===== src/chgc_pkg.sv =====
// Package of constants and types for the charger control block
package chgc_pkg;

  // Clock and interrupt pulse timing
  localparam int unsigned CLK_FREQ_HZ     = 10_000_000;
  localparam int unsigned CLK_PERIOD_NS   = 100;
  localparam int unsigned INT_PULSE_US    = 128;
  localparam int unsigned INT_PULSE_CYC   = (INT_PULSE_US * 1000) / CLK_PERIOD_NS;
  localparam int unsigned INT_CNT_W       = 11;

  // Ship mode wake timing, in milliseconds
  localparam int unsigned WAKE_PRESS_MS   = 2000;
  localparam int unsigned WAKE_PRESS_CYC  = WAKE_PRESS_MS * (CLK_FREQ_HZ / 1000);
  localparam int unsigned HW_RESET_MS     = 8000;
  localparam int unsigned HW_RESET_CYC    = HW_RESET_MS * (CLK_FREQ_HZ / 1000);
  localparam int unsigned BTN_CNT_W       = 28;

  // Current settings in units of 0.5 mA
  localparam int unsigned CUR_W              = 10;
  localparam logic [9:0]  FAST_CHG_MAX       = 10'h3E8;
  localparam logic [9:0]  TERM_MIN           = 10'h001;
  localparam logic [9:0]  FAST_CHG_RESET     = 10'h014;
  localparam logic [9:0]  PRECHG_RESET       = 10'h005;
  localparam logic [9:0]  TERM_RESET         = 10'h002;
  localparam logic [9:0]  ILIM_RESET         = 10'h0C8;
  localparam logic [9:0]  PRECHG_TO_CC_MV    = 10'h3E8;

  // Regulator output in units of 100 mV
  localparam logic [5:0]  REG_OUT_RESET      = 6'h12;
  localparam logic        VIN_PM_RESET       = 1'b1;

  // Battery voltage threshold in 3 mV units of the sense input
  localparam int unsigned VBAT_W             = 12;
  localparam logic [11:0] VBAT_PRECHG_TH     = 12'h3E8;

  // Thermistor zones
  localparam int unsigned TS_W               = 8;
  localparam logic [7:0]  TS_HOT_RESET       = 8'h40;
  localparam logic [7:0]  TS_COLD_RESET      = 8'hC0;

  typedef enum logic [3:0] {
    CHGC_IDLE = 4'b0001,
    CHGC_PRE  = 4'b0010,
    CHGC_CC   = 4'b0100,
    CHGC_CV   = 4'b1000
  } chgc_phase_type;

  function automatic logic [9:0] chgc_clamp(input logic [9:0] val, input logic [9:0] lo, input logic [9:0] hi);
    chgc_clamp = (val < lo) ? lo : ((val > hi) ? hi : val);
  endfunction : chgc_clamp

endpackage : chgc_pkg


===== src/chgc_irq_if.sv =====
// Interface between the control core and the interrupt pulse generator
`timescale 1ns/100ps
interface chgc_irq_if;
  logic fault_evt;
  logic mask;
  logic busy;
  modport core (output fault_evt, output mask, input busy);
  modport pulse (input fault_evt, input mask, output busy);
endinterface : chgc_irq_if


===== src/chgc_int_pulse.sv =====
// Fixed width open-drain interrupt pulse generator
`timescale 1ns/100ps
module chgc_int_pulse
  import chgc_pkg::*;
(
  // Clock and reset
  input  wire logic  i_mclk,
  input  wire logic  i_rst_sync_b,
  // Core side
  chgc_irq_if.pulse  irq,
  // Pin drive
  output logic       o_int_oe
);

  logic [INT_CNT_W-1:0] cnt;
  logic [INT_CNT_W-1:0] next_cnt;
  logic                 next_oe;

  // Pulse timing
  always_comb begin
    next_cnt = cnt;
    next_oe  = o_int_oe;
    if (cnt != '0) begin
      next_cnt = cnt - 1'b1;
      next_oe  = (cnt != INT_CNT_W'(1));
    end else if (irq.fault_evt && !irq.mask) begin
      next_cnt = INT_CNT_W'(INT_PULSE_CYC);
      next_oe  = 1'b1;
    end else begin
      next_oe  = 1'b0;
    end
  end

  always_ff @(posedge i_mclk or negedge i_rst_sync_b) begin
    if (!i_rst_sync_b) begin
      cnt      <= '0;
      o_int_oe <= 1'b0;
    end else begin
      cnt      <= next_cnt;
      o_int_oe <= next_oe;
    end
  end

  assign irq.busy = o_int_oe;

  // Pulse width
  chk_int_pulse_width: assert property (@(posedge i_mclk) disable iff (!i_rst_sync_b)
    $rose(o_int_oe) |-> (cnt > INT_CNT_W'(1000)) ##1 o_int_oe [*8])
    else $error("interrupt pulse too short");
  // Masked stays released
  chk_int_mask_hold: assert property (@(posedge i_mclk) disable iff (!i_rst_sync_b)
    (irq.mask && !o_int_oe) |=> !o_int_oe)
    else $error("interrupt fired while masked");
  // Release on count end
  chk_int_release: assert property (@(posedge i_mclk) disable iff (!i_rst_sync_b)
    (cnt == INT_CNT_W'(1)) |=> !o_int_oe)
    else $error("interrupt not released");
  cov_int_pulse: cover property (@(posedge i_mclk) disable iff (!i_rst_sync_b) $fell(o_int_oe));

endmodule : chgc_int_pulse


===== src/chgc_core.sv =====
// Charger control core: pins gating, phases, power path, defaults, wake
// Operation
// With supply valid, charge-disable low or open enables charge, high disables.
// Charge-disable pin is ignored whenever the input supply is absent.
// On battery only, low-power select held low enters low power mode.
// Host drives low-power select high before serial traffic when supply absent.
// Low-power select is ignored while the input supply is present.
// Each fault drives the interrupt pin low for one 128 us pulse; a fault during an active pulse starts no pulse of its own.
// Interrupt pulses only when unmasked; pin stays released when masked.
// Charging runs pre-charge, then constant current, then constant voltage.
// Charge current programmable to 500 mA, termination down to 0.5 mA.
// Host may disconnect adapter, battery or both from the power path.
// Thermistor sense alters charge parameters using host-set thresholds.
// Input limit, charge current and regulator voltage are host configurable.
// Auxiliary regulator is controlled independently of the charger.
// Reset defaults: fast 10 mA, pre-charge 2.5 mA, termination one tenth.
// Reset defaults: input limit 100 mA, power management on, regulator 1.8 V.
// Reset default wake press time is two seconds.
// Wake press leaves ship mode; longer hold triggers hardware reset.
// Pulse timed by counter; open-drain pin released when no pulse active.
`timescale 1ns/100ps
module chgc_core
  import chgc_pkg::*;
#(
  parameter int unsigned WAKE_CYC  = WAKE_PRESS_CYC,
  parameter int unsigned HWRST_CYC = HW_RESET_CYC
) (
  // Clock and reset
  input  wire logic              i_mclk,
  input  wire logic              i_rst_b,
  // Device pins
  input  wire logic              i_input_supply,
  input  wire logic              i_charge_disable,
  input  wire logic              i_low_power_select_n,
  input  wire logic              i_push_button_n,
  output logic                   o_int_out,
  output logic                   o_int_oe,
  // Analog status
  input  wire logic [VBAT_W-1:0] i_vbat,
  input  wire logic              i_cv_reached,
  input  wire logic [CUR_W-1:0]  i_ichg_meas,
  input  wire logic [TS_W-1:0]   i_thermistor_sense,
  input  wire logic              i_fault,
  // Host configuration
  input  wire logic              i_cfg_load,
  input  wire logic [CUR_W-1:0]  i_cfg_fast_charge_current,
  input  wire logic [CUR_W-1:0]  i_cfg_precharge_current,
  input  wire logic [CUR_W-1:0]  i_cfg_termination_current,
  input  wire logic [CUR_W-1:0]  i_cfg_input_current_limit,
  input  wire logic [5:0]        i_cfg_regulator_output_voltage,
  input  wire logic              i_cfg_input_voltage_power_mgmt,
  input  wire logic              i_cfg_regulator_en,
  input  wire logic              i_cfg_int_mask,
  input  wire logic              i_cfg_disc_adapter,
  input  wire logic              i_cfg_disc_battery,
  input  wire logic [TS_W-1:0]   i_cfg_ts_hot,
  input  wire logic [TS_W-1:0]   i_cfg_ts_cold,
  input  wire logic              i_ship_enter,
  // Status and control outputs
  output logic                   o_charge_en,
  output logic                   o_low_power,
  output logic                   o_serial_allowed,
  output logic [3:0]             o_phase,
  output logic [CUR_W-1:0]       o_ichg_target,
  output logic [CUR_W-1:0]       o_input_current_limit,
  output logic [5:0]             o_regulator_output_voltage,
  output logic                   o_input_voltage_power_mgmt,
  output logic                   o_regulator_en,
  output logic                   o_adapter_conn,
  output logic                   o_battery_conn,
  output logic                   o_ship_mode,
  output logic                   o_hw_reset
);

  logic [1:0] rst_sync;
  logic       rst_b;
  logic [2:0] s_vin, s_ce, s_lp, s_mr;
  logic       input_supply, ce, lp_n, mr_n;
  logic       next_vin, next_ce, next_lp, next_mr;

  always_ff @(posedge i_mclk or negedge i_rst_b) begin
    if (!i_rst_b) begin
      rst_sync <= 2'h0;
    end else begin
      rst_sync <= {rst_sync[0], 1'b1};
    end
  end
  assign rst_b = rst_sync[1];

  // Pin filter: second and third flops must agree
  always_comb begin
    next_vin = (s_vin[1] == s_vin[2]) ? s_vin[2] : input_supply;
    next_ce  = (s_ce[1]  == s_ce[2])  ? s_ce[2]  : ce;
    next_lp  = (s_lp[1]  == s_lp[2])  ? s_lp[2]  : lp_n;
    next_mr  = (s_mr[1]  == s_mr[2])  ? s_mr[2]  : mr_n;
  end

  always_ff @(posedge i_mclk or negedge rst_b) begin
    if (!rst_b) begin
      s_vin <= 3'h0;
      s_ce  <= 3'h0;
      s_lp  <= 3'h0;
      s_mr  <= 3'h7;
      input_supply   <= 1'b0;
      ce    <= 1'b0;
      lp_n  <= 1'b0;
      mr_n  <= 1'b1;
    end else begin
      s_vin <= {s_vin[1:0], i_input_supply};
      s_ce  <= {s_ce[1:0], i_charge_disable};
      s_lp  <= {s_lp[1:0], i_low_power_select_n};
      s_mr  <= {s_mr[1:0], i_push_button_n};
      input_supply   <= next_vin;
      ce    <= next_ce;
      lp_n  <= next_lp;
      mr_n  <= next_mr;
    end
  end

  // Configuration registers
  logic [CUR_W-1:0] fast, pre, term, ilim;
  logic [5:0]       vreg;
  logic             vpm, reg_en, mask, disc_a, disc_b;
  logic [TS_W-1:0]  ts_hot, ts_cold;
  logic [CUR_W-1:0] next_fast, next_pre, next_term, next_ilim;
  logic [5:0]       next_vreg;
  logic             next_vpm, next_reg_en, next_mask, next_disc_a, next_disc_b;
  logic [TS_W-1:0]  next_ts_hot, next_ts_cold;

  // Host settings
  always_comb begin
    next_fast    = fast;
    next_pre     = pre;
    next_term    = term;
    next_ilim    = ilim;
    next_vreg    = vreg;
    next_vpm     = vpm;
    next_reg_en  = reg_en;
    next_mask    = mask;
    next_disc_a  = disc_a;
    next_disc_b  = disc_b;
    next_ts_hot  = ts_hot;
    next_ts_cold = ts_cold;
    if (i_cfg_load) begin
      next_fast    = chgc_clamp(i_cfg_fast_charge_current, TERM_MIN, FAST_CHG_MAX);
      next_pre     = chgc_clamp(i_cfg_precharge_current, TERM_MIN, FAST_CHG_MAX);
      next_term    = chgc_clamp(i_cfg_termination_current, TERM_MIN, FAST_CHG_MAX);
      next_ilim    = i_cfg_input_current_limit;
      next_vreg    = i_cfg_regulator_output_voltage;
      next_vpm     = i_cfg_input_voltage_power_mgmt;
      next_reg_en  = i_cfg_regulator_en;
      next_mask    = i_cfg_int_mask;
      next_disc_a  = i_cfg_disc_adapter;
      next_disc_b  = i_cfg_disc_battery;
      next_ts_hot  = i_cfg_ts_hot;
      next_ts_cold = i_cfg_ts_cold;
    end
  end

  // Reset defaults
  always_ff @(posedge i_mclk or negedge rst_b) begin
    if (!rst_b) begin
      fast    <= FAST_CHG_RESET;
      pre     <= PRECHG_RESET;
      term    <= TERM_RESET;
      ilim    <= ILIM_RESET;
      vreg    <= REG_OUT_RESET;
      vpm     <= VIN_PM_RESET;
      reg_en  <= 1'b0;
      mask    <= 1'b0;
      disc_a  <= 1'b0;
      disc_b  <= 1'b0;
      ts_hot  <= TS_HOT_RESET;
      ts_cold <= TS_COLD_RESET;
    end else begin
      fast    <= next_fast;
      pre     <= next_pre;
      term    <= next_term;
      ilim    <= next_ilim;
      vreg    <= next_vreg;
      vpm     <= next_vpm;
      reg_en  <= next_reg_en;
      mask    <= next_mask;
      disc_a  <= next_disc_a;
      disc_b  <= next_disc_b;
      ts_hot  <= next_ts_hot;
      ts_cold <= next_ts_cold;
    end
  end

  // Charge sequencing
  chgc_phase_type   phase, next_phase;
  logic             chg_ok, ts_ok, ts_warm;
  logic             next_chg_en, next_lp_mode, next_ser;
  logic [CUR_W-1:0] next_target;

  // Charge enable gating
  assign chg_ok = input_supply && !ce && !disc_a && !disc_b;
  // Thermistor window; halve fast charge current near hot limit
  assign ts_ok   = (i_thermistor_sense > ts_hot) && (i_thermistor_sense < ts_cold);
  assign ts_warm = (i_thermistor_sense < (ts_hot + TS_W'(16)));

  // Three phase order
  always_comb begin
    next_phase = phase;
    unique case (phase)
      CHGC_IDLE: if (chg_ok && ts_ok) next_phase = CHGC_PRE;
      CHGC_PRE:  if (!chg_ok || !ts_ok) next_phase = CHGC_IDLE;
                 else if (i_vbat >= VBAT_PRECHG_TH) next_phase = CHGC_CC;
      CHGC_CC:   if (!chg_ok || !ts_ok) next_phase = CHGC_IDLE;
                 else if (i_cv_reached) next_phase = CHGC_CV;
      CHGC_CV:   if (!chg_ok || !ts_ok || (i_ichg_meas < term)) next_phase = CHGC_IDLE;
    endcase
  end

  always_comb begin
    unique case (phase)
      CHGC_PRE: next_target = pre;
      CHGC_CC,
      CHGC_CV:  next_target = ts_warm ? (fast >> 1) : fast;
      default:  next_target = '0;
    endcase
    // Low power select
    next_lp_mode = !input_supply && !lp_n;
    // Serial with supply present or select high
    next_ser     = input_supply || lp_n;
    next_chg_en  = chg_ok;
  end

  always_ff @(posedge i_mclk or negedge rst_b) begin
    if (!rst_b) begin
      phase            <= CHGC_IDLE;
      o_ichg_target    <= '0;
      o_charge_en      <= 1'b0;
      o_low_power      <= 1'b0;
      o_serial_allowed <= 1'b0;
    end else begin
      phase            <= next_phase;
      o_ichg_target    <= next_target;
      o_charge_en      <= next_chg_en;
      o_low_power      <= next_lp_mode;
      o_serial_allowed <= next_ser;
    end
  end

  // Registered copies of settings
  always_ff @(posedge i_mclk or negedge rst_b) begin
    if (!rst_b) begin
      o_phase                    <= 4'h1;
      o_input_current_limit      <= ILIM_RESET;
      o_regulator_output_voltage <= REG_OUT_RESET;
      o_input_voltage_power_mgmt <= VIN_PM_RESET;
      o_regulator_en             <= 1'b0;
      o_adapter_conn             <= 1'b1;
      o_battery_conn             <= 1'b1;
    end else begin
      o_phase                    <= next_phase;
      o_input_current_limit      <= ilim;
      o_regulator_output_voltage <= vreg;
      o_input_voltage_power_mgmt <= vpm;
      o_regulator_en             <= reg_en;
      // Power path disconnect
      o_adapter_conn             <= !disc_a;
      o_battery_conn             <= !disc_b;
    end
  end

  // Ship mode and push button timing; long count stays in hardware
  logic [BTN_CNT_W-1:0] btn, next_btn;
  logic                 next_ship, next_hwrst;

  // Wake and hardware reset
  always_comb begin
    next_btn   = mr_n ? '0 : ((btn == BTN_CNT_W'(HWRST_CYC)) ? btn : btn + 1'b1);
    next_ship  = o_ship_mode;
    if (i_ship_enter && !input_supply) next_ship = 1'b1;
    else if (input_supply || (btn >= BTN_CNT_W'(WAKE_CYC))) next_ship = 1'b0;
    next_hwrst = (btn == BTN_CNT_W'(HWRST_CYC - 1));
  end

  always_ff @(posedge i_mclk or negedge rst_b) begin
    if (!rst_b) begin
      btn         <= '0;
      o_ship_mode <= 1'b0;
      o_hw_reset  <= 1'b0;
    end else begin
      btn         <= next_btn;
      o_ship_mode <= next_ship;
      o_hw_reset  <= next_hwrst;
    end
  end

  // Fault pulse generator
  chgc_irq_if irq ();
  assign irq.fault_evt = i_fault;
  assign irq.mask      = mask;
  chgc_int_pulse u_pulse (
    .i_mclk       (i_mclk),
    .i_rst_sync_b (rst_b),
    .irq          (irq),
    .o_int_oe     (o_int_oe)
  );
  assign o_int_out = 1'b0;

  chk_ce_gate: assert property (@(posedge i_mclk) disable iff (!rst_b)
    (!input_supply || ce) |=> !o_charge_en)
    else $error("charge enabled while disabled");
  chk_ce_ignored: assert property (@(posedge i_mclk) disable iff (!rst_b)
    (!input_supply && phase == CHGC_IDLE) |=> phase == CHGC_IDLE)
    else $error("charge started without supply");
  chk_lp_entry: assert property (@(posedge i_mclk) disable iff (!rst_b)
    (!input_supply && !lp_n) |=> o_low_power && !o_serial_allowed)
    else $error("low power not entered");
  chk_lp_ignored: assert property (@(posedge i_mclk) disable iff (!rst_b)
    input_supply |=> !o_low_power)
    else $error("low power with supply");
  chk_phase_order: assert property (@(posedge i_mclk) disable iff (!rst_b)
    (phase == CHGC_IDLE) |=> (phase == CHGC_IDLE || phase == CHGC_PRE))
    else $error("phase skipped");
  chk_fast_max: assert property (@(posedge i_mclk) disable iff (!rst_b)
    fast <= FAST_CHG_MAX && term >= TERM_MIN)
    else $error("current out of range");
  chk_disc_path: assert property (@(posedge i_mclk) disable iff (!rst_b)
    disc_b |=> !o_battery_conn ##0 (phase == CHGC_IDLE))
    else $error("battery not disconnected");
  chk_ts_stop: assert property (@(posedge i_mclk) disable iff (!rst_b)
    (!ts_ok && phase != CHGC_IDLE) |=> phase == CHGC_IDLE)
    else $error("charge outside thermal window");
  chk_wake: assert property (@(posedge i_mclk) disable iff (!rst_b)
    (o_ship_mode && !i_ship_enter && btn >= BTN_CNT_W'(WAKE_CYC)) |=> !o_ship_mode)
    else $error("wake missed");
  cov_cv: cover property (@(posedge i_mclk) disable iff (!rst_b) phase == CHGC_CV);
  cov_lp: cover property (@(posedge i_mclk) disable iff (!rst_b) $rose(o_low_power));
  cov_wake: cover property (@(posedge i_mclk) disable iff (!rst_b) $fell(o_ship_mode));
  cov_hwrst: cover property (@(posedge i_mclk) disable iff (!rst_b) o_hw_reset);

endmodule : chgc_core


===== config.mk =====
export PLATFORM = sky130hd
export DESIGN_NAME = chgc_core
export DESIGN_NICKNAME = d
export VERILOG_FILES = /design/src/chgc_pkg.sv /design/src/chgc_irq_if.sv /design/src/chgc_int_pulse.sv /design/src/chgc_core.sv
export SDC_FILE = /design/constraint.sdc
export NUM_CORES = 1
export LEC_CHECK = 0
export BUFFER_PORTS_ARGS = -buffer_cell sky130_fd_sc_hd__buf_4
export CAP_MARGIN = 20
export CORE_MARGIN = 4
export CORE_UTILIZATION = 50
export DETAILED_ROUTE_END_ITERATION = 12
export PLACE_DENSITY = 0.73
export SETUP_SLACK_MARGIN = 0.5
export SLEW_MARGIN = 25
export SYNTH_ARGS = -nofsm -noshare
export SYNTH_HDL_FRONTEND = slang
export SYNTH_SLANG_ARGS = --single-unit

===== constraint.sdc =====
create_clock -name i_mclk -period 6.1 [get_ports i_mclk]
set_input_delay 0.915 -clock i_mclk [delete_from_list [all_inputs] [get_ports i_mclk]]
set_output_delay 0.915 -clock i_mclk [all_outputs]
set_load 0.05 [all_outputs]

Yosys cells after proc, flatten, opt, wreduce, memory -nomap -nowiden
Cells that the tools add are included.
{"block": "totals", "input_bits": 107, "reg_bits": 164}
{"block": "op_classes", "reduce_logical": 25, "n_eq_ne": 16, "add_sub_neg": 3, "order_cmp": 12, "muxes": 23}
{"operator": "2-to-1 mux 10 bit", "count": 7}
{"operator": "equality test 28 x 27 -> 1 bit, second input constant", "count": 2}
{"operator": "2-to-1 mux 28 bit", "count": 2}
{"operator": "greater-than comparator 10 bit, second input constant", "count": 3}
{"operator": "less-than comparator 10 x 1 -> 1 bit, second input constant", "count": 3}
{"operator": "adder 28 x 1 -> 28 bit, second input constant", "count": 1}
{"operator": ">= comparator 28 x 25 -> 1 bit, second input constant", "count": 1}
{"operator": "2-to-1 mux 4 bit", "count": 6}
{"operator": "2-to-1 mux 11 bit", "count": 2}
{"operator": "case mux 10 bit (2 select lines)", "count": 1}
{"operator": "less-than comparator 8 bit", "count": 2}
{"operator": "case mux 4 bit (4 select lines)", "count": 1}
{"operator": ">= comparator 12 x 10 -> 1 bit, second input constant", "count": 1}
{"operator": "!= test 11 x 1 -> 1 bit, second input constant", "count": 1}
{"operator": "nonzero test 11 bit", "count": 1}
{"operator": "subtractor 11 x 1 -> 11 bit, second input constant", "count": 1}
{"operator": "less-than comparator 10 bit", "count": 1}
{"operator": "adder 8 x 5 -> 8 bit, second input constant", "count": 1}
{"operator": "greater-than comparator 8 bit", "count": 1}
{"operator": "logical AND 1 bit", "count": 8}
{"operator": "logical NOT 1 bit", "count": 8}
{"operator": "!= test 2 bit, second input constant", "count": 3}
{"operator": "!= test 3 bit, second input constant", "count": 2}
{"operator": "equality test 1 bit", "count": 4}
{"operator": "9 further kinds", "count": 16}

Longest topological paths before layout
Gate-level depths: netlist (run 1).
{"block": "logic_depth", "depth_word": 9, "mapped_depth": 10}

Hierarchy
A second synthesis (run 1) with hierarchy kept.
{"block": "unflattened", "cells_unflattened": 661, "hier_area_um2": 7430.9}
{"module": "chgc_core", "cells_each": 594, "instances": 1, "area_per_inst_um2": 6747.7}
{"module": "chgc_int_pulse", "cells_each": 67, "instances": 1, "area_per_inst_um2": 683.2}

Worst setup path before layout (run 1)
No wires, ideal clock.
{"block": "synth_path", "path_kind": "input to register", "startpoint": "input port i_thermistor_sense[1]", "endpoint": "register o_ichg_target[9]", "arrival_ps": 2188, "setup_slack_ps": 3790, "cell_stages": 7, "required_time_ps": 5978, "setup_time_ps": 122, "path_buffers": 1, "cell_sequence": "ha_1 > a21oi_1 > o21ai_1 > a221oi_1 > o21bai_1 > buf_2 > a32o_1"}
{"block": "synth_between", "elab_chain_len": 3}
{"item": "start, declared", "line_no": "chgc_core.sv:42", "source": "input wire logic [TS_W-1:0] i_thermistor_sense,"}
{"item": "less-than comparator 8 bit", "line_no": "chgc_core.sv:201", "source": "assign ts_warm = (i_thermistor_sense < (ts_hot + TS_W'(16)));"}
{"item": "2-to-1 mux 10 bit", "line_no": "chgc_core.sv:220", "source": "CHGC_CV: next_target = ts_warm ? (fast >> 1) : fast;"}
{"item": "case mux 10 bit (2 select lines)", "line_no": "chgc_core.sv:217", "source": "unique case (phase)"}
{"item": "net next_target[9]", "line_no": "chgc_core.sv:195", "source": "logic [CUR_W-1:0] next_target;"}
{"item": "end signal, assigned", "line_no": "chgc_core.sv:239", "source": "o_ichg_target <= next_target;"}
{"item": "end, declared", "line_no": "chgc_core.sv:64", "source": "output logic [CUR_W-1:0] o_ichg_target,"}
The timed path passes the listed nets, and every way through them passes these cells.
A chain may end at the register's enable or synchronous reset.

Worst setup path in the final report (run 1)
{"block": "layout_path", "startpoint": "input port i_thermistor_sense[3]", "endpoint": "register o_ichg_target[1]"}
The elaborated chain is that of the path after synthesis.

==> results of run 1 <==
[registers in the layout (all words and copies together) (netlist names), 4 cells and up]
signal,count
btn,28
fast,10
ilim,10
o_ichg_target,10
o_input_current_limit,10
o_phase,4
o_regulator_output_voltage,6
pre,10
term,10
ts_cold,8
ts_hot,8
u_pulse.cnt,11
vreg,6
[layout by cell type, fill, tap and decap left out, types with 20 or more instances in the layout]
cell type,count
buf_4,144
dfrtp_1,136
dfstp_2,27
ha_1,33
inv_1,38
mux2_2,30
nand2_1,64
nor2_1,47
o21ai_0,37
xor2_1,20
[cell type report]
class                           instances  share of cell area, %
Tap cell                              180                  2.466
Timing Repair Buffer                  146                  12.26
Clock inverter                          8                  1.370
Clock buffer                           24                  5.166
Multi-Input combinational cell        418                  31.73
Sequential cell                       164                  45.35
Inverter                               40                  1.644
[metal layers]
layer / share of wire (%) / track usage [%] / wire length [um] / vias to the layer above
li1: - / - / - / 2516
met1: 42 / 25.19 / 6365 / 2502
met2: 50 / 31.47 / 7552 / 139
met3: 5.7 / 5.936 / 857 / 29
met4: 2.4 / 7.428 / 367 / 0
met5: 0 / 0 / 0 / -
[metrics by stage]
step           utilization (%)  setup slack [ns]  area [um2]  hold slack [ns]  std cells
6_report                 65.03             3.667        9131           0.2060        980
5_1_grt                  65.03             3.505        9131           0.2243        980
4_1_cts                  64.80             3.669        9100           0.2418        979
3_5_place_dp             60.55             3.252        8503           0.3364        947
3_3_place_gp             60.53             2.940        8499           0.3315        947
2_1_floorplan                -             1.239        7249           0.3312        640
[kinds of logic (layout without fill, tap and decap cells)]
kind of cell	after synthesis	count (layout)	share of synthesized area [%]
buffers and inverters	58	218	3.089
and+or+nand+nor	206	206	15.26
DFF	164	164	57.08
adders and majority gates	37	37	6.248
muxes	41	41	6.179
AOI/OAI and AO/OA	102	102	8.423
other	2	2	0.1036
xor gates and xnor gates	30	30	3.624
[where the power goes]
| group | leakage (nW) | total (mW) | internal [mW] | switching [mW] |
|---|---|---|---|---|
| sequential | 1.98 | 1.33 | 1.23 | 0.0991 |
| combinational | 1.97 | 0.617 | 0.248 | 0.369 |
| clock | 0.289 | 1.08 | 0.666 | 0.413 |
| total | 4.24 | 3.03 | 2.15 | 0.881 |
[path summary, 6_finish.rpt]
path                                         end  slack (ns)
worst max register to register  o_ichg_target[1]        3.70
max in group asynchronous             o_phase[3]        4.51
worst min register to register        ts_cold[5]        0.21
worst min-delay path                  ts_cold[5]        0.21
min in group i_mclk                      s_ce[1]        0.35
worst max-delay path            o_ichg_target[1]        3.67
[worst max-delay path: stages]
cell and delay [ns]:
buf_4 0.12, ha_1 0.31, nand2_1 0.08, o21ai_1 0.22, a221oi_1 0.14, o21bai_2 0.55, mux2i_1 0.27, o21ai_1 0.10
==> impl_metrics.py, run 1 <==
metrics = {
    "logic_synthesis": {
        "synth_commonest_cells": "137 x dfrtp_1, 64 x nand2_1, 47 x nor2_1, 38 x inv_1, 37 x o21ai_0",
        "ys_warn_count": 0,
        "netlist_instances": 640,
        "avgSynthCellArea_um2": 11.33,
        "syn_area_um2": 7249,
        "ys_ff_latch": 164,
        "yosysTopAreaCell": "dfrtp_1",
        "synth_top_area_share_pct": 47.29,
        "async_reset_ff_share_pct": 100.0,
        "ys_top_cells_by_area": "dfrtp_1 47%, dfstp_2 9.8%, ha_1 5.7%, mux2_2 4.7%, nand2_1 3.3%",
        "ys.flop_type": "dfrtp_1",
        "synth_fp_nets": 780,
        "synth_edf_count": 0,
        "yosysMostFrequentCell": "dfrtp_1",
        "yosysSeqAreaShare_pct": 57.08,
        "synth_cell_types": 64,
    },
    "global_routing": {
        "antenna_found_initial": 0,
        "globalRoute.totalOverflow": 0,
        "grt_max_degree": 93,
        "grt_usage_pct": 19.59,
        "grt_pass1_vias": 5434,
        "grt_first_pass_wirelength_um": 25660,
    },
    "timing": {
        "final-setup-viol-count": 0,
        "setup_tns_ns": 0,
        "rsz0062_at_grt": "no",
        "fmax_ghz": 0.4110,
        "fin_crit_sh_pct": 39.88,
        "period_needed_ns": 2.433,
        "fin_skew_ns": 0.01523,
        "hold_viol": 0,
        "drv_slew": 0,
        "slew_headroom_pct": 38.11,
        "worstMarginPinSlew_ns": 0.9284,
    },
    "drt": {
        "viasPerCell": 5.292,
        "wire_per_inst_um": 15.45,
        "route.antenna.remaining_nets": 0,
        "drc_errors": 0,
        "drtIter0Drc": 421,
        "firstDrtPassIters": 4,
        "wirelength_um": 15140,
        "vias": 5186,
    },
    "setup_path": {
        "start_kind": "input port",
        "startpoint": "i_thermistor_sense[3]",
        "cp-end-kind": "flop",
        "cp_max_fo": 10,
        "reg2reg_from": "ts_hot[4]",
        "cp.arrival_ns": 2.71,
        "critPathKind": "in2reg",
        "rr_worst_depth": 9,
        "crit_required_ns": 6.38,
    },
    "clock_network": {
        "cts_tree": "done",
        "cts_setup_buffers": 0,
        "cts_hold_buf": 0,
        "cts_root_buf": "clkbuf_16",
        "numCtsBuffers": 17,
        "htree_num_levels": 4,
        "clock_path_buffers": 2,
        "cts.sinks": 164,
        "clk_latency_ns": 0.43,
        "cts_repair_resize_count": 0,
        "clk_pin_slew_ns": 0.06,
    },
    "finish": {
        "antennaDiodeCount": 0,
        "nets": 927,
        "drive_gt1_share_pct": 31.25,
        "multi_input_area_um2": 2898,
        "area_growth_syn_to_layout_pct": 25.96,
        "fill_cells": 1098,
        "seq_area_um2": 4141,
    },
    "die": {
        "die_h_um": 128.4,
        "die_w_um": 128.4,
        "rows": 43,
        "core_area_um2": 14040,
        "start_util_pct": 51.63,
        "io_pins": 148,
        "die-area_um2": 16490,
    },
    "power_and_ir_drop": {
        "leakage_nw": 4.245,
        "peakVddDrop_mv": 0.2006,
        "power_density_nw_per_um2": 331.8,
        "p_total_mw": 3.029,
    },
    "worst_hold_path": {
        "hold_path.class": "reg2async",
    },
    "placed_design": {
        "post-dp-hpwl_um": 11010,
        "io_buffers": 143,
        "routabilityCongestion": 0.8379,
    },
    "status": {
        "status": "finished, final reports clean",
    },
    "run": {
        "cap_violations": 0,
    },
}
No activity file was read; power rests on OpenSTA's default activity.
==> run 2: changes to the inputs <==
--- a/config.mk
+++ b/config.mk
@@ -10,7 +10,7 @@
 export CORE_MARGIN = 4
 export CORE_UTILIZATION = 50
 export DETAILED_ROUTE_END_ITERATION = 12
-export PLACE_DENSITY = 0.73
+export PLACE_DENSITY = 0.76
 export SETUP_SLACK_MARGIN = 0.5
 export SLEW_MARGIN = 25
 export SYNTH_ARGS = -nofsm -noshare
==> constraint.sdc (replaced) <==
create_clock -name i_mclk -period 2.1 [get_ports i_mclk]
set_input_delay 0.315 -clock i_mclk [delete_from_list [all_inputs] [get_ports i_mclk]]
set_output_delay 0.315 -clock i_mclk [all_outputs]
set_load 0.05 [all_outputs]
==> run 2 against run 1 <==
  * The run now ends with negative setup slack left
  * Sequential power increased to 3.0 times the previous value
  * Core utilization increased by 8.5 points
  * Design area increased by 13%
  * Power increased to 3.1 times the previous value
  * Flip-flop and latch count unchanged
  * Routed wire length increased by 20%
  * Largest cell class unchanged
==> impl_metrics.py, run 2 (synthesis results as in run 1) <==
metrics = {
    "drt": {
        "drc_errors": 0,
        "route.antenna.remaining_nets": 0,
        "viasPerCell": 5.431,
        "wire_per_inst_um": 17.41,
        "firstDrtPassIters": 5,
        "vias": 5681,
        "drtIter0Drc": 302,
        "wirelength_um": 18220,
    },
    "worst_hold_path": {
        "worstHoldStart": "i_cfg_ts_cold[1]",
        "hold_path.class": "in2reg",
    },
    "die": {
        "io_pins": 148,
        "die_h_um": 128.4,
        "die_w_um": 128.4,
        "start_util_pct": 51.63,
        "core_area_um2": 14040,
        "rows": 43,
        "die-area_um2": 16490,
    },
    "setup_path": {
        "critPathKind": "reg2reg",
        "reg2reg_from": "ts_hot[5]",
        "cp_max_fo": 5,
        "crit_required_ns": 2.38,
        "cp.arrival_ns": 2.41,
        "cp-end-kind": "flop",
        "start_kind": "flop",
        "startpoint": "ts_hot[5]",
    },
    "placed_design": {
        "post-dp-hpwl_um": 11720,
        "routabilityCongestion": 0.8232,
        "dp_cells": 957,
        "io_buffers": 143,
        "place_area_um2": 8731,
    },
    "clock_network": {
        "clock_path_buffers": 2,
        "cts_tree": "done",
        "clk_latency_ns": 0.43,
        "cts.sinks": 164,
        "cts_root_buf": "clkbuf_16",
        "numCtsBuffers": 17,
        "clk_pin_slew_ns": 0.06,
        "htree_num_levels": 4,
    },
    "timing": {
        "rsz0062_at_grt": "yes",
        "drv_slew": 0,
        "worstMarginPinSlew_ns": 0.7345,
        "hold_viol": 0,
        "fin_skew_ns": 0.008193,
        "whs_ns": 0.09970,
        "fin_crit_sh_pct": 101.3,
        "final-setup-viol-count": 9,
        "slew_headroom_pct": 50.85,
        "fmax_ghz": 0.4702,
        "period_needed_ns": 2.127,
        "worst_slack_ns": -0.02697,
    },
    "finish": {
        "fin_util_pct": 73.55,
        "regMostFlops": "btn",
        "largest_reg_flops": 28,
        "layout_commonest_cell": "buf_4",
        "instances_no_fill": 1046,
        "nets": 993,
        "drive_gt1_share_pct": 44.46,
        "final_cell_mix": "184 x buf_4, 124 x dfrtp_1, 57 x nand2_1",
        "area_growth_syn_to_layout_pct": 42.46,
        "top_regs": "btn x28, u_pulse.cnt x11",
        "fin_area_um2": 10330,
        "antennaDiodeCount": 0,
    },
    "status": {
        "violations": "negative setup slack",
        "status": "finished with violations",
    },
    "global_routing": {
        "grt_first_pass_wirelength_um": 28890,
        "antenna_found_initial": 0,
        "grt_usage_pct": 21.97,
        "grt_max_degree": 47,
        "globalRoute.totalOverflow": 0,
        "grt_pass1_vias": 6046,
    },
    "run": {
        "cap_violations": 0,
    },
    "power_and_ir_drop": {
        "p_total_mw": 9.500,
        "pwr-share-comb_pct": 23.4,
        "internal_power_mw": 6.696,
        "switching_power_mw": 2.804,
        "clkPwrFrac_pct": 35.0,
        "seqPwrFrac_pct": 41.5,
        "leakage_nw": 4.789,
        "power_density_nw_per_um2": 919.9,
        "power_switching_share_pct": 29.51,
        "peakVddDrop_mv": 0.7047,
    },
}
## run 2: what timing repair did
item,4_1_cts,5_1_grt
hold buffers,5,0
setup buffers,41,10
endpoints found under the setup margin,45,48
endpoints found under the hold margin,6,0
gates resized for setup,68,35
pin swaps,38,23
cloned,0,1
## run 2: path summary, 6_finish.rpt
| path | end | slack (ns) | depth (start not counted) |
|---|---|---|---|
| max reg2reg | o_ichg_target[4] | -0.03 | 10 |
| min in group asynchronous | rst_sync[1] | 0.21 | 2 |
| min | ts_cold[1] | 0.1 | 3 |
| max | o_ichg_target[4] | -0.03 | 10 |
| min reg2reg | vreg[0] | 0.27 | 0 |
| max in group asynchronous | btn[9] | 1.14 | 1 |
## run 2: final cells by class
type	instances	area, um2
tap	180	225.2
inverter	40	155.1
sequential	164	4156
multi-input combinational	418	3386
fill	889	3715
clock inverter	8	147.6
clock buffer	24	491.7
timing repair buffer	212	1765
## run 2: stage by stage
step           TNS (ns)  setup slack, ns
5_1_grt         -0.6889          -0.1026
3_3_place_gp          0         0.002750
4_1_cts         -0.1849         -0.04058
3_5_place_dp    -0.8589          -0.1167
2_1_floorplan         0           0.1031
6_report        -0.1390         -0.02697
## run 2: power groups by stage
stage          Sequential, mW  Clock, mW  Combinational (mW)
3_3_place_gp             3.94          0                1.80
3_5_place_dp             3.96          0                1.86
5_1_grt                  4.00       3.53                2.39
6_report                 3.95       3.33                2.22
2_1_floorplan            4.33          0               0.790
4_1_cts                  3.93       3.37                2.09
## run 2: routing by layer
metal | track usage [%] | wire length, um
met5 | 0 | 0
met3 | 6.268 | 1041
met2 | 38.34 | 9463
met1 | 26.29 | 7314
met4 | 7.116 | 395
## run 2: critical path: stages, from the launching register on
cell	delay (ns)
dfrtp_1	0.41
ha_4	0.28
inv_2	0.04
ha_4	0.21
a21o_1	0.16
a221oi_2	0.29
o21bai_2	0.09
buf_6	0.13
clkbuf_16	0.15
mux2i_1	0.15
o21ai_1	0.07
==> run 3: changes to the inputs <==
--- a/config.mk
+++ b/config.mk
@@ -8,9 +8,9 @@
 export BUFFER_PORTS_ARGS = -buffer_cell sky130_fd_sc_hd__buf_4
 export CAP_MARGIN = 20
 export CORE_MARGIN = 4
-export CORE_UTILIZATION = 50
+export CORE_UTILIZATION = 45
 export DETAILED_ROUTE_END_ITERATION = 12
-export PLACE_DENSITY = 0.76
+export PLACE_DENSITY = 0.69
 export SETUP_SLACK_MARGIN = 0.5
 export SLEW_MARGIN = 25
 export SYNTH_ARGS = -nofsm -noshare
==> run 3 against run 2 <==
  * The run now ends clean
  * Global-route usage down 2.1 points
  * Flip-flop and latch count unchanged
  * Clock-buffer cell count down 3
  * Clock power about the same
  * Sequential power about the same
  * Critical endpoint is now o_ichg_target[3]
==> impl_metrics.py, run 3 (synthesis results as in run 1) <==
metrics = {
    "status": {
        "status": "finished, final reports clean",
    },
    "timing": {
        "worst_slack_ns": 0.04703,
        "whs_ns": 0.09567,
        "worstMarginPinSlew_ns": 0.7989,
        "fin_crit_sh_pct": 97.76,
        "drv_slew": 0,
        "slew_headroom_pct": 46.54,
        "fmax_ghz": 0.4871,
        "hold_viol": 0,
        "final-setup-viol-count": 0,
        "setup_tns_ns": 0,
        "period_needed_ns": 2.053,
        "rsz0062_at_grt": "yes",
        "fin_skew_ns": 0.005633,
    },
    "setup_path": {
        "r2r-end": "o_ichg_target[3]",
        "cp.arrival_ns": 2.33,
        "start_kind": "flop",
        "cp-end-kind": "flop",
        "rr_worst_depth": 10,
        "r2r_slack_ns": 0.05,
        "reg2reg_from": "ts_hot[4]",
        "startpoint": "ts_hot[4]",
        "critPathKind": "reg2reg",
        "path_cells": "ha_4 -> xnor2_1 -> ha_1 -> nand2_1 -> nor2_2 -> a221oi_2 -> o21bai_2 -> buf_12 -> mux2i_1 -> o21ai_1",
        "crit_end": "o_ichg_target[3]",
        "max_stage_delay_ns": 0.41,
        "crit_required_ns": 2.37,
        "cp_slowest_cell": "dfrtp_1",
        "cp_max_fo": 10,
    },
    "power_and_ir_drop": {
        "peakVddDrop_mv": 0.6062,
        "leakage_nw": 4.752,
        "power_density_nw_per_um2": 914.9,
    },
    "finish": {
        "antennaDiodeCount": 0,
        "instances_no_fill": 1083,
        "top_regs": "btn x28, u_pulse.cnt x11",
        "largest_reg_flops": 28,
        "regMostFlops": "btn",
        "nets": 994,
        "layout_commonest_cell": "buf_4",
        "fill_cells": 1176,
        "multi_input_area_um2": 3349,
        "drive_gt1_share_pct": 43.83,
        "seq_area_um2": 4154,
        "final_cell_mix": "192 x buf_4, 126 x dfrtp_1, 59 x nand2_1",
        "area_growth_syn_to_layout_pct": 41.89,
    },
    "drt": {
        "route.antenna.remaining_nets": 0,
        "firstDrtPassIters": 4,
        "viasPerCell": 5.160,
        "vias": 5588,
        "drtIter0Drc": 239,
        "wire_per_inst_um": 16.34,
        "drc_errors": 0,
        "wirelength_um": 17690,
    },
    "placed_design": {
        "pre_cts_slack_ns": -0.07475,
        "post-dp-hpwl_um": 11770,
        "routabilityCongestion": 0.8517,
        "dp_cells": 992,
        "io_buffers": 143,
    },
    "worst_hold_path": {
        "hold_path.class": "in2reg",
    },
    "global_routing": {
        "globalRoute.totalOverflow": 0,
        "antenna_found_initial": 0,
        "grt_usage_pct": 19.89,
        "grt_pass1_vias": 6009,
        "grt_max_degree": 70,
        "grt_first_pass_wirelength_um": 28810,
    },
    "die": {
        "rows": 46,
        "io_pins": 148,
        "core_area_um2": 15830,
        "die_w_um": 134.9,
        "die-area_um2": 18200,
        "start_util_pct": 45.80,
        "die_h_um": 134.9,
    },
    "clock_network": {
        "cts_root_buf": "clkbuf_16",
        "clock_path_buffers": 2,
        "clk_pin_slew_ns": 0.06,
        "htree_num_levels": 4,
        "numCtsBuffers": 17,
        "cts_tree": "done",
        "clk_latency_ns": 0.42,
        "cts.sinks": 164,
    },
    "run": {
        "cap_violations": 0,
    },
}
-- run 3: changes by cell type in the layout (fill, tap and decap cells not counted), sizes merged --
cell / previous run / this run
clkinv: 2 / 4
inv: 39 / 40
clkbuf: 25 / 21
buf: 206 / 208
-- run 3: worst min path at each step --
stage | endpoint | slack (ns) | startpoint | cells after the start
6_report | ts_hot[4] | 0.1 | i_cfg_ts_hot[4] | 3
5_1_grt | disc_b | 0.10 | i_cfg_disc_battery | 3
4_1_cts | ts_hot[4] | 0.08 | i_cfg_ts_hot[4] | 3
3_5_place_dp | rst_sync[0] | 0.1 | i_rst_b | 1
3_3_place_gp | rst_sync[0] | 0.1 | i_rst_b | 1
2_1_floorplan | rst_sync[0] | 0.02 | i_rst_b | 0
-- run 3: final cells by class --
cell class / count / area share, %
Multi-Input combinational cell: 418 / 32.56
Sequential cell: 164 / 40.38
Inverter: 40 / 1.484
Clock buffer: 21 / 4.574
Clock inverter: 11 / 1.691
Tap cell: 216 / 2.627
Timing Repair Buffer: 213 / 16.68
-- run 3: what timing repair did --
item,CTS,global route
endpoints found under the setup margin,44,46
resized for setup,52,38
buffers inserted,42,12
endpoints found under the hold margin,6,0
hold buffers,5,0
pin swaps,30,26
-- run 3: per-layer routing --
metal / vias up / share of wire, % / global-route usage (%)
met5: - / 0 / 0
li1: 2667 / - / -
met3: 30 / 4.6 / 4.844
met2: 136 / 52 / 34.07
met4: 0 / 2.0 / 7.523
met1: 2755 / 41 / 24.39
-- run 3: per-stage QoR --
| stage | cell area, um2 | util (%) | power [mW] |
|---|---|---|---|
| 2_1_floorplan | 7337 | - | 5.123 |
| 3_3_place_gp | 8743 | 55.24 | 5.741 |
| 3_5_place_dp | 8743 | 55.24 | 5.825 |
| 4_1_cts | 10000 | 63.19 | 9.380 |
| 5_1_grt | 10290 | 64.99 | 9.861 |
| 6_report | 10290 | 64.99 | 9.411 |
-- run 3: power breakdown --
| group | internal, mW | total, mW | switching, mW |
|---|---|---|---|
| Sequential | 3.59 | 3.94 | 0.357 |
| Clock | 2.09 | 3.33 | 1.24 |
| Combinational | 0.935 | 2.14 | 1.21 |
| Total | 6.61 | 9.41 | 2.80 |
-- run 3: worst max-delay path, delay by kind of cell (launching register included) --
family	cells	cell delay [ns]
fa+ha+maj	2	0.48
compound gates	3	0.45
flops	1	0.41
buf+inv	1	0.16
mux	1	0.15
simple gates	2	0.14
xor+xnor	1	0.12
